## config.mk

```make
export PLATFORM = sky130hd
export DESIGN_NAME = debug_apb_slave_port
export DESIGN_NICKNAME = d
export VERILOG_FILES = /design/src/dbg_port_pkg.sv /design/src/dbg_word_store.sv /design/src/debug_apb_slave_port.sv
export SDC_FILE = /design/constraint.sdc
export NUM_CORES = 1
export LEC_CHECK = 0
export BUFFER_PORTS_ARGS = -buffer_cell sky130_fd_sc_hd__buf_2
export CORE_UTILIZATION = 55
export DETAILED_ROUTE_END_ITERATION = 6
export PLACE_DENSITY = 0.74
export SETUP_SLACK_MARGIN = 0.5
export SYNTH_ARGS = -nofsm -noshare
export SYNTH_HDL_FRONTEND = slang
export SYNTH_SLANG_ARGS = --single-unit
```

## constraint.sdc

```tcl
create_clock -name mclk -period 3.6 [get_ports mclk]
set_input_delay 0.36 -clock mclk [delete_from_list [all_inputs] [get_ports mclk]]
set_output_delay 0.36 -clock mclk [all_outputs]
set_load 0.01 [all_outputs]
```

## src/dbg_port_pkg.sv

```systemverilog
// Constants shared by the debug register access port and its word store.
// Assumes one clock for the bus and the store; no software-side registers.
package dbg_port_pkg;

  // ----------------------------------------
  // Bus widths, store depth and counter width
  // ----------------------------------------
  localparam int unsigned DATA_W  = 32;
  localparam int unsigned WADDR_W = 15;
  localparam int unsigned INDEX_W = 4;
  localparam int unsigned DEPTH   = 16;
  localparam int unsigned CNT_W   = 8;

  // ----------------------------------------
  // Word map
  // ----------------------------------------
  localparam logic [INDEX_W-1:0] STATUS_INDEX   = 4'h0;
  localparam logic [INDEX_W-1:0] EXT_ONLY_FIRST = 4'h8;
  localparam int unsigned        STATUS_PAD_W   = DATA_W - 2 * CNT_W;

  // ----------------------------------------
  // Reset values
  // ----------------------------------------
  localparam logic [DATA_W-1:0] WORD_RESET = 32'h0000_0000;
  localparam logic [CNT_W-1:0]  CNT_RESET  = 8'h00;

endpackage

```

## src/dbg_word_store.sv

```systemverilog
// Word store behind the debug port: one write port, one combinational read.
// Assumes writes come from the port logic on the same clock.
`timescale 1ns/100ps

module dbg_word_store (
  // Clock and reset
  input  wire logic                                mclk,
  input  wire logic                                rst,
  // Write side
  input  wire logic                                wr_en,
  input  wire logic [dbg_port_pkg::INDEX_W-1:0]    wr_index,
  input  wire logic [dbg_port_pkg::DATA_W-1:0]     wr_data,
  // Read side
  input  wire logic [dbg_port_pkg::INDEX_W-1:0]    rd_index,
  output logic      [dbg_port_pkg::DATA_W-1:0]     rd_data
);

  typedef struct packed {
    logic [dbg_port_pkg::DEPTH-1:0][dbg_port_pkg::DATA_W-1:0] mem;
  } store_state_t;

  store_state_t state_q;
  store_state_t state_d;

  // ----------------------------------------
  // Next state
  // ----------------------------------------
  always_comb begin
    state_d = state_q;
    if (wr_en) begin
      state_d.mem[wr_index] = wr_data;
    end
  end

  always_ff @(posedge mclk) begin
    if (rst) begin
      state_q <= '0;
    end else begin
      state_q <= state_d;
    end
  end

  assign rd_data = state_q.mem[rd_index];

endmodule

```

## src/debug_apb_slave_port.sv

```systemverilog
// Debug register access port: a bus slave in front of the debug word store.
// Assumes the bus master runs on mclk and keeps the usual setup/access order.
`timescale 1ns/100ps

// Functional notes
// - The port is held in reset while its own reset input is low and runs when it is high and sys_rst is low.
// - The external_debugger_flag input marks a debugger access, and the port treats the two origins apart.
// - The port may hold ready low to add wait states; a transfer ends only with ready high.
// - The error output is high in the completing cycle of a failed access, low otherwise.
module debug_apb_slave_port (
  // Clock and reset
  input  wire logic                                  mclk,
  input  wire logic                                  sys_rst,
  input  wire logic                                  dbg_port_reset_n,
  // Bus request
  input  wire logic                                  dbg_port_clock_en,
  input  wire logic                                  dbg_regs_select,
  input  wire logic                                  dbg_port_access_phase,
  input  wire logic                                  dbg_port_write_dir,
  input  wire logic [dbg_port_pkg::WADDR_W-1:0]      dbg_port_word_addr,
  input  wire logic                                  external_debugger_flag,
  input  wire logic [dbg_port_pkg::DATA_W-1:0]       dbg_port_write_bus,
  // Bus answer
  output logic      [dbg_port_pkg::DATA_W-1:0]       dbg_port_read_bus,
  output logic                                       dbg_port_ready_out,
  output logic                                       dbg_port_error_out
);

  typedef struct packed {
    logic                                ready;
    logic                                err;
    logic [dbg_port_pkg::DATA_W-1:0]     rdata;
    logic [dbg_port_pkg::CNT_W-1:0]      ext_cnt;
    logic [dbg_port_pkg::CNT_W-1:0]      int_cnt;
  } port_state_t;

  port_state_t                         state_q;
  port_state_t                         state_d;
  logic                                port_rst;
  logic                                access_req;
  logic                                bad_addr;
  logic                                bad_origin;
  logic                                bad_status_wr;
  logic                                wr_en;
  logic [dbg_port_pkg::INDEX_W-1:0]    index;
  logic [dbg_port_pkg::DATA_W-1:0]     store_rd;
  logic [dbg_port_pkg::DATA_W-1:0]     status_word;

  // ----------------------------------------
  // Decode
  // ----------------------------------------
  // Either reset source clears the port; the bus reset alone is enough
  assign port_rst = sys_rst | ~dbg_port_reset_n;

  // Ready is registered, so every access costs one wait state; that keeps
  // the answer straight off a flip-flop at the cost of bus throughput
  assign access_req = dbg_port_clock_en & dbg_regs_select & dbg_port_access_phase
                      & ~state_q.ready;

  assign index         = dbg_port_word_addr[dbg_port_pkg::INDEX_W-1:0];
  assign bad_addr      = |dbg_port_word_addr[dbg_port_pkg::WADDR_W-1:dbg_port_pkg::INDEX_W];
  assign bad_origin    = ~external_debugger_flag
                         & (index >= dbg_port_pkg::EXT_ONLY_FIRST);
  assign bad_status_wr = dbg_port_write_dir & (index == dbg_port_pkg::STATUS_INDEX);
  assign status_word   = {{dbg_port_pkg::STATUS_PAD_W{1'b0}}, state_q.ext_cnt, state_q.int_cnt};

  // ----------------------------------------
  // Next state
  // ----------------------------------------
  always_comb begin
    state_d = state_q;
    wr_en   = 1'b0;
    if (access_req) begin
      state_d.ready = 1'b1;
      state_d.err   = bad_addr | bad_origin | bad_status_wr;
      if (!(bad_addr | bad_origin | bad_status_wr)) begin
        if (dbg_port_write_dir) begin
          wr_en = 1'b1;
        end else if (index == dbg_port_pkg::STATUS_INDEX) begin
          state_d.rdata = status_word;
        end else begin
          state_d.rdata = store_rd;
        end
      end
      // Counters wrap; they only show which origin has been active
      if (external_debugger_flag) begin
        state_d.ext_cnt = state_q.ext_cnt + 8'h01;
      end else begin
        state_d.int_cnt = state_q.int_cnt + 8'h01;
      end
    end else if (dbg_port_clock_en && state_q.ready) begin
      // Completion is seen by the master on this enabled edge
      state_d.ready = 1'b0;
      state_d.err   = 1'b0;
    end
  end

  always_ff @(posedge mclk) begin
    if (port_rst) begin
      state_q.ready   <= 1'b0;
      state_q.err     <= 1'b0;
      state_q.rdata   <= dbg_port_pkg::WORD_RESET;
      state_q.ext_cnt <= dbg_port_pkg::CNT_RESET;
      state_q.int_cnt <= dbg_port_pkg::CNT_RESET;
    end else begin
      state_q <= state_d;
    end
  end

  // ----------------------------------------
  // Word store
  // ----------------------------------------
  dbg_word_store u_store (
    .mclk     (mclk),
    .rst      (port_rst),
    .wr_en    (wr_en),
    .wr_index (index),
    .wr_data  (dbg_port_write_bus),
    .rd_index (index),
    .rd_data  (store_rd)
  );

  assign dbg_port_read_bus  = state_q.rdata;
  assign dbg_port_ready_out = state_q.ready;
  assign dbg_port_error_out = state_q.err;

endmodule

```

==> results of run 1 <==
[cell usage in the layout (no fill, tap or decap), types with 4 or more instances in the layout]
cell type / instances
buf_4: 46
or3_1: 4
nor2_1: 12
nand3_4: 6
nand4_1: 8
a22oi_1: 32
nand2_1: 439
mux2i_1: 432
bufinv_16: 5
mux4_2: 128
nand3_1: 102
clkbuf_8: 9
xnor2_1: 6
inv_1: 4
a22o_1: 32
nand3_2: 5
a21oi_1: 104
o21ai_0: 101
buf_12: 12
xor2_1: 4
buf_2: 85
clkbuf_16: 55
clkinv_2: 11
and2_1: 18
dfxtp_1: 546
clkbuf_1: 11
[how the worst min path moves through the flow]
stage / startpoint / end / slack, ps / cells after the start
after floorplan: u_store.state_q[16] / u_store.state_q[16] / 420 / 1
after CTS: dbg_port_write_bus[6] / u_store.state_q[134] / 50 / 3
after detailed placement: u_store.state_q[17] / u_store.state_q[17] / 440 / 1
after global placement: u_store.state_q[27] / u_store.state_q[27] / 440 / 1
final: dbg_port_write_bus[0] / u_store.state_q[384] / 70 / 3
after global routing: dbg_port_write_bus[3] / u_store.state_q[387] / 60 / 3
[power by group through the flow]
stage | logic [mW] | clock network, mW | registers (mW)
global placement | 0.473 | 0 | 6.18
detailed placement | 0.479 | 0 | 6.18
CTS | 0.480 | 5.74 | 6.04
global route | 0.508 | 5.97 | 6.04
floorplan | 0.308 | 0 | 6.18
finish | 0.486 | 5.68 | 6.04
[final cells by class]
cell class	count	area, um^2	share of cell area, %
Multi-Input combinational cell	1469	11800	44.8
Timing Repair Buffer	145	1030	3.94
Sequential cell	546	10900	41.7
Clock inverter	19	229	0.873
Antenna cell	1	2.50	0.00954
Inverter	4	15.0	0.0572
Clock buffer	75	1540	5.87
Tap cell	585	732	2.79
[logic make-up (layout without fill, tap and decap cells)]
logic type	after synthesis	after routing	synth area share, %
and+or+nand+nor	626	626	11.9
muxes	560	560	30.0
DFF	546	546	45.5
AOI/OAI and AO/OA	271	271	6.50
buffers and inverters	262	243	5.62
xor gates and xnor gates	10	10	0.365
adders and majority gates	2	2	0.104
other	0	1	0
[per-layer routing]
metal | vias up | global-route usage, %
li1 | 7898 | -
met1 | 8782 | 38.4
met5 | - | 0
met3 | 162 | 4.49
met2 | 764 | 49.2
met4 | 0 | 10.6
[stage by stage]
stage / cell area [um^2] / hold slack [ps]
after floorplan: 24000 / 425
after detailed placement: 24500 / 442
after global placement: 24500 / 437
after global routing: 26200 / 64.8
final: 26200 / 70.7
after CTS: 26200 / 54.6
[registers in the layout (all words and copies together) (netlist names)]
name	flops
u_store.state_q	496
dbg_port_error_out	1
dbg_port_ready_out	1
dbg_port_read_bus	32
state_q	16
[cell usage after synthesis, types with 2 or more instances]
cell      count  area share (%)
a22oi_1      32             1.0
o21ai_0     101             2.1
mux4_2      128              12
mux2i_1     432              18
dfxtp_1     546              46
nand2_1     439             6.9
nand4b_1      2           0.073
nor2_1       12            0.19
nor4_4        3            0.27
buf_2        72             1.5
inv_1         4           0.063
or3_1         4            0.10
buf_1         6           0.094
nand3_4       6            0.44
ha_1          2            0.10
and4_1        6            0.22
xor2_1        4            0.15
clkbuf_1    123             1.9
nor3_1        3           0.063
nand2b_1      3           0.078
nor4_1        3           0.078
a21oi_1     104             2.2
a22o_1       32             1.2
xnor2_1       6            0.22
nand3_2       5            0.21
nor2b_1       3           0.078
nand3_1     102             2.1
nand4_1       8            0.21
and4b_1       2           0.083
and2_1       18            0.47
buf_12        5            0.42
buf_4        52             1.6
[worst max-delay path, cell delays in order (launching register included)]
cell and delay (ps):
dfxtp_1 340, and4b_1 530, and4_4 460, nand3_4 740, mux2i_1 400
==> flow_metrics.py, run 1 <==
metrics = {
    "place": {
        "dpl.cell_count": 2749,
        "place.port_buffers": 88,
        "pre_cts_slack_ps": 734,
        "routabilityCongestion": 0.779,
        "dp_hpwl_mm": 38.4,
    },
    "cts": {
        "clk_latency_ps": 590,
        "cts_resized": 0,
        "clkSinkCount": 546,
        "ctsHoldBuffers": 0,
        "cts_tree": "yes",
        "cts_root_buf": "clkbuf_16",
        "h-tree-depth": 2,
        "clk_pin_slew_worst_paths_ps": 60,
        "cts_inserted_buffers": 54,
        "cts_buffer_depth": 3,
        "post-cts-setup-buffers": 0,
    },
    "yosys": {
        "synth_edf_count": 0,
        "synthCells": 2277,
        "synth_top_flop_cell": "dfxtp_1",
        "syn-num-nets": 2334,
        "netlist_area_um2": 24000,
        "synth-async-reset-ratio_pct": 0,
        "seq_area_frac_synth_pct": 45.5,
        "syn_area_per_cell_um2": 10.5,
        "yosysUniqueCellTypes": 41,
        "yosysWarnings": 0,
        "synth_seq_cells": 546,
    },
    "detailed_routing": {
        "drcViolationCount": 0,
        "viasPerCell": 6.19,
        "route.met2.wl_mm": 31.2,
        "dr_total_vias": 17600,
        "highest_layer": "met4",
        "routed_wl_mm": 64.9,
        "drtIter0Drc": 1600,
        "postRouteAntennaNets": 0,
        "wl_met1_mm": 26.6,
        "dr.pass1.iters": 7,
        "wl_met3_mm": 4.84,
        "avgRoutedWirePerCell_um": 22.8,
    },
    "timing": {
        "fmax_mhz": 388,
        "finalSetupViolCount": 0,
        "finalHoldViolCount": 0,
        "worst_slack_ps": 1020,
        "slew_violations": 0,
        "fin_skew_ps": 19.4,
        "final.setup.tns_ps": 0,
        "rsz0062_at_grt": "no",
        "slew_headroom_pct": 29.1,
        "fin_crit_sh_pct": 71.7,
        "tightest_slew_ps": 1060,
        "period_minus_slack_ps": 2580,
    },
    "pwr": {
        "powerDensity_nw_per_um2": 465,
        "p_int_mw": 9.50,
        "pwr-share-seq_pct": 49.5,
        "p_switching_mw": 2.70,
        "pwr-share-comb_pct": 4.0,
        "p_leak_nw": 11.5,
        "p_total_mw": 12.2,
        "ir_drop_v": 0.000418,
        "swShare_pct": 22.2,
        "pwr-share-clk_pct": 46.5,
    },
    "job": {
        "max-cap-violations": 0,
    },
    "floorplanning": {
        "rows": 76,
        "design.core.area_um2": 43100,
        "die_w_um": 211,
        "chipHeight_um": 211,
        "die_area_um2": 44500,
        "initial_core_util_pct": 55.7,
        "ios": 89,
    },
    "min_path": {
        "hp-class": "primary input to flip-flop",
    },
    "setup_path": {
        "worst-setup-path-type": "flip-flop to flip-flop",
        "r2r-start": "dbg_port_ready_out",
        "reg2reg_slack_ps": 1020,
        "r2r_cells": 4,
        "cp-start-kind": "flip-flop",
        "startpoint": "dbg_port_ready_out",
        "cp_max_fo": 32,
        "critPathArrivalTime_ps": 3060,
        "cp-end-kind": "flip-flop",
        "crit_required_ps": 4080,
        "endpoint": "u_store.state_q[424]",
        "timing.rr.end": "u_store.state_q[424]",
    },
    "grt": {
        "globalRouteOverflowTotal": 0,
        "grt_max_degree": 121,
        "grt_pass1_wl_mm": 101,
        "antenna_found_initial": 1,
        "track_usage_pct": 29.3,
        "grt_pass1_vias": 17800,
    },
    "layout": {
        "areaGrowthSynthToFinish_pct": 9.29,
        "drive_gt1_share_pct": 17.0,
        "utilization_pct": 60.9,
        "fin_cells": 2844,
        "fillers": 3449,
        "num-nets-final": 2277,
    },
    "outcome": {
        "outcome": "complete, no violations",
    },
}
Power figures use the tool's default switching activity.
==> run 2, diff against run 1 <==
--- a/config.mk
+++ b/config.mk
@@ -5,6 +5,7 @@
 export SDC_FILE = /design/constraint.sdc
 export NUM_CORES = 1
 export LEC_CHECK = 0
+export ABC_AREA = 1
 export BUFFER_PORTS_ARGS = -buffer_cell sky130_fd_sc_hd__buf_2
 export CORE_UTILIZATION = 55
 export DETAILED_ROUTE_END_ITERATION = 6
==> constraint.sdc (replaced) <==
create_clock -name mclk -period 2.5 [get_ports mclk]
set_input_delay 0.25 -clock mclk [delete_from_list [all_inputs] [get_ports mclk]]
set_output_delay 0.25 -clock mclk [all_outputs]
set_load 0.01 [all_outputs]
==> run 2 against run 1 <==
Combinational power grew 130%. Total power grew 63%. Final area grew 13%. Clock power grew 74%. Wire length grew 43%. Die area grew 11%. Sequential cell count grew 16. Sequential power grew 48%. Clock skew grew 13 ps. Cell count grew 60%. Via count grew 60%. Sequential share of layout area shrank 3.9 points. Critical path type is now primary input to flip-flop. Largest cell class unchanged. Largest power group is now the clock network.
==> flow_metrics.py, run 2 <==
metrics = {
    "cts": {
        "cts_inserted_buffers": 60,
        "h-tree-depth": 2,
        "clk_latency_ps": 650,
        "cts_buffer_depth": 3,
        "cts_tree": "yes",
        "clkSinkCount": 562,
        "cts_root_buf": "clkbuf_16",
        "post-cts-setup-buffers": 0,
        "clk_pin_slew_worst_paths_ps": 60,
    },
    "yosys": {
        "synth-async-reset-ratio_pct": 0,
        "yosysWarnings": 0,
        "syn-num-nets": 4082,
        "synth_top_flop_cell": "dfxtp_1",
        "yosys.area.top_type": "dfxtp_1",
        "synth_seq_cells": 562,
        "synthCells": 4025,
        "synth_area_leaders": "dfxtp_1, nand2_1, nand4_1, a21oi_1, clkbuf_1",
        "synth_top_area_share_pct": 42.1,
        "seq_area_frac_synth_pct": 42.1,
        "synth_most_common_cell": "nand2_1",
        "syn_area_per_cell_um2": 6.64,
        "netlist_area_um2": 26700,
        "yosysUniqueCellTypes": 23,
        "synth_common_cells": "nand2_1, dfxtp_1, a21oi_1",
        "synth_edf_count": 0,
    },
    "layout": {
        "fillers": 4475,
        "top_register": "u_store.state_q",
        "most-common-layout-cells": "nand2_1, dfxtp_1, a21oi_1",
        "areaGrowthSynthToFinish_pct": 11.4,
        "num-nets-final": 3938,
        "largest_reg_flops": 512,
        "layout_commonest_cell": "nand2_1",
        "drive_gt1_share_pct": 9.08,
    },
    "pwr": {
        "powerDensity_nw_per_um2": 670,
        "p_int_mw": 15.1,
        "p_total_mw": 19.9,
        "pwr-share-comb_pct": 5.6,
        "swShare_pct": 24.1,
        "pwr-share-clk_pct": 49.5,
        "p_switching_mw": 4.80,
        "pwr-share-seq_pct": 44.9,
        "p_leak_nw": 10.8,
        "ir_drop_v": 0.000583,
    },
    "detailed_routing": {
        "avgRoutedWirePerCell_um": 20.3,
        "dr_total_vias": 28200,
        "viasPerCell": 6.18,
        "postRouteAntennaNets": 0,
        "drcViolationCount": 0,
        "routed_wl_mm": 92.5,
        "dr.pass1.iters": 6,
        "drtIter0Drc": 3858,
    },
    "setup_path": {
        "crit_required_ps": 3050,
        "cp-end-kind": "flip-flop",
        "worst-setup-path-type": "primary input to flip-flop",
        "critPathArrivalTime_ps": 2450,
        "cp-start-kind": "primary input",
        "cp_max_fo": 74,
        "reg2reg_slack_ps": 610,
        "startpoint": "dbg_port_clock_en",
        "r2r-start": "dbg_port_ready_out",
    },
    "place": {
        "dp_hpwl_mm": 53.1,
        "routabilityCongestion": 0.895,
        "place.port_buffers": 88,
    },
    "min_path": {
        "worstHoldStart": "dbg_port_write_bus[30]",
        "hp-class": "primary input to flip-flop",
    },
    "timing": {
        "finalHoldViolCount": 0,
        "finalSetupViolCount": 0,
        "final.setup.tns_ps": 0,
        "slew_headroom_pct": 47.9,
        "fin_crit_sh_pct": 76.1,
        "fmax_mhz": 525,
        "rsz0062_at_grt": "no",
        "slew_violations": 0,
        "fin_skew_ps": 32.0,
        "tightest_slew_ps": 781,
        "period_minus_slack_ps": 1900,
    },
    "grt": {
        "track_usage_pct": 36.3,
        "antenna_found_initial": 8,
        "grt_max_degree": 157,
        "globalRouteOverflowTotal": 0,
        "grt_pass1_wl_mm": 143,
        "grt_pass1_vias": 25200,
    },
    "floorplanning": {
        "die_w_um": 222,
        "chipHeight_um": 222,
        "ios": 89,
        "initial_core_util_pct": 55.8,
        "rows": 80,
        "die_area_um2": 49500,
        "design.core.area_um2": 47800,
    },
    "outcome": {
        "outcome": "complete, no violations",
    },
    "job": {
        "max-cap-violations": 0,
    },
}
## run 2: cell count changes in the layout (fill, tap and decap cells not counted), sizes merged, moves of 16 or more
cell and change:
a21oi +430, nand4 +493, dfxtp +16, a22oi -32
and2 -18, inv +111, buf +70, nor2 +103
o21ai -77, mux2i -432, mux4 -128, clkbuf +16
nand2 +1188, a22o -32
## run 2: cell families (layout without fill, tap and decap cells)
family                     count (synthesis)  after routing  synth area share, %
other                                      0              8                    0
and+or+nand+nor                         2363           2363                 38.6
AOI/OAI and AO/OA                        561            561                 10.5
adders and majority gates                  2              2               0.0937
xor gates and xnor gates                   2              2               0.0656
buffers and inverters                    535            443                 8.63
DFF                                      562            562                 42.1
## run 2: worst paths after layout
path,endpoint,cells after the start
max reg2reg,dbg_port_read_bus[7],7
min reg2reg,u_store.state_q[7],2
max,dbg_port_read_bus[7],10
min,u_store.state_q[190],3
## run 2: through the flow
step / std cells / setup slack (ps) / instance area [um^2] / util, % / hold slack [ps]
2_1_floorplan: 4025 / 877 / 26700 / - / 408
3_3_place_gp: 4433 / 283 / 27500 / 57.6 / 415
3_5_place_dp: 4433 / 276 / 27500 / 57.6 / 417
4_1_cts: 4548 / 631 / 29700 / 62.2 / 22.1
5_1_grt: 4554 / 525 / 29800 / 62.2 / 41.6
6_report: 4556 / 597 / 29800 / 62.2 / 52.8
## run 2: timing repair
item                       4_1_cts  5_1_grt
hold buffers                     1        0
setup endpoints to repair        0        4
resized for setup                0        1
hold endpoints to repair         2        0
## run 2: worst max-delay path, stage by stage
cell           delay, ps
dlygate4sd3_1        520
buf_2                110
nand3_1              130
nor2_4               340
buf_12               380
nand3_2              140
buf_12               230
nor2_1               110
nand2_1               80
a21oi_1              140
## run 2: power by group through the flow
stage / Sequential, mW / Combinational, mW / Clock [mW]
5_1_grt: 8.95 / 1.12 / 10.3
6_report: 8.96 / 1.11 / 9.86
3_3_place_gp: 9.16 / 1.06 / 0
3_5_place_dp: 9.16 / 1.06 / 0
2_1_floorplan: 9.16 / 0.560 / 0
4_1_cts: 8.96 / 1.06 / 9.88
## run 2: per-layer routing
metal | routed length (um) | GRT usage [%] | vias up | part of all wire [%]
met5 | 13 | 0 | - | 0.014
met4 | 4920 | 19.1 | 2 | 5.3
met3 | 10700 | 7.51 | 335 | 12
met2 | 40400 | 56.1 | 1671 | 44
met1 | 36400 | 47.7 | 13100 | 39
li1 | - | - | 13100 | -
## run 2: layout make-up
| type | count | area [um^2] | area share, % |
|---|---|---|---|
| tap | 615 | 769 | 2.59 |
| inverter | 113 | 439 | 1.48 |
| multi-input combinational | 2928 | 13300 | 44.9 |
| clock inverter | 23 | 382 | 1.28 |
| sequential | 562 | 11300 | 37.8 |
| antenna | 8 | 20.0 | 0.0673 |
| timing repair buffer | 216 | 1750 | 5.89 |
| clock buffer | 91 | 1800 | 6.05 |
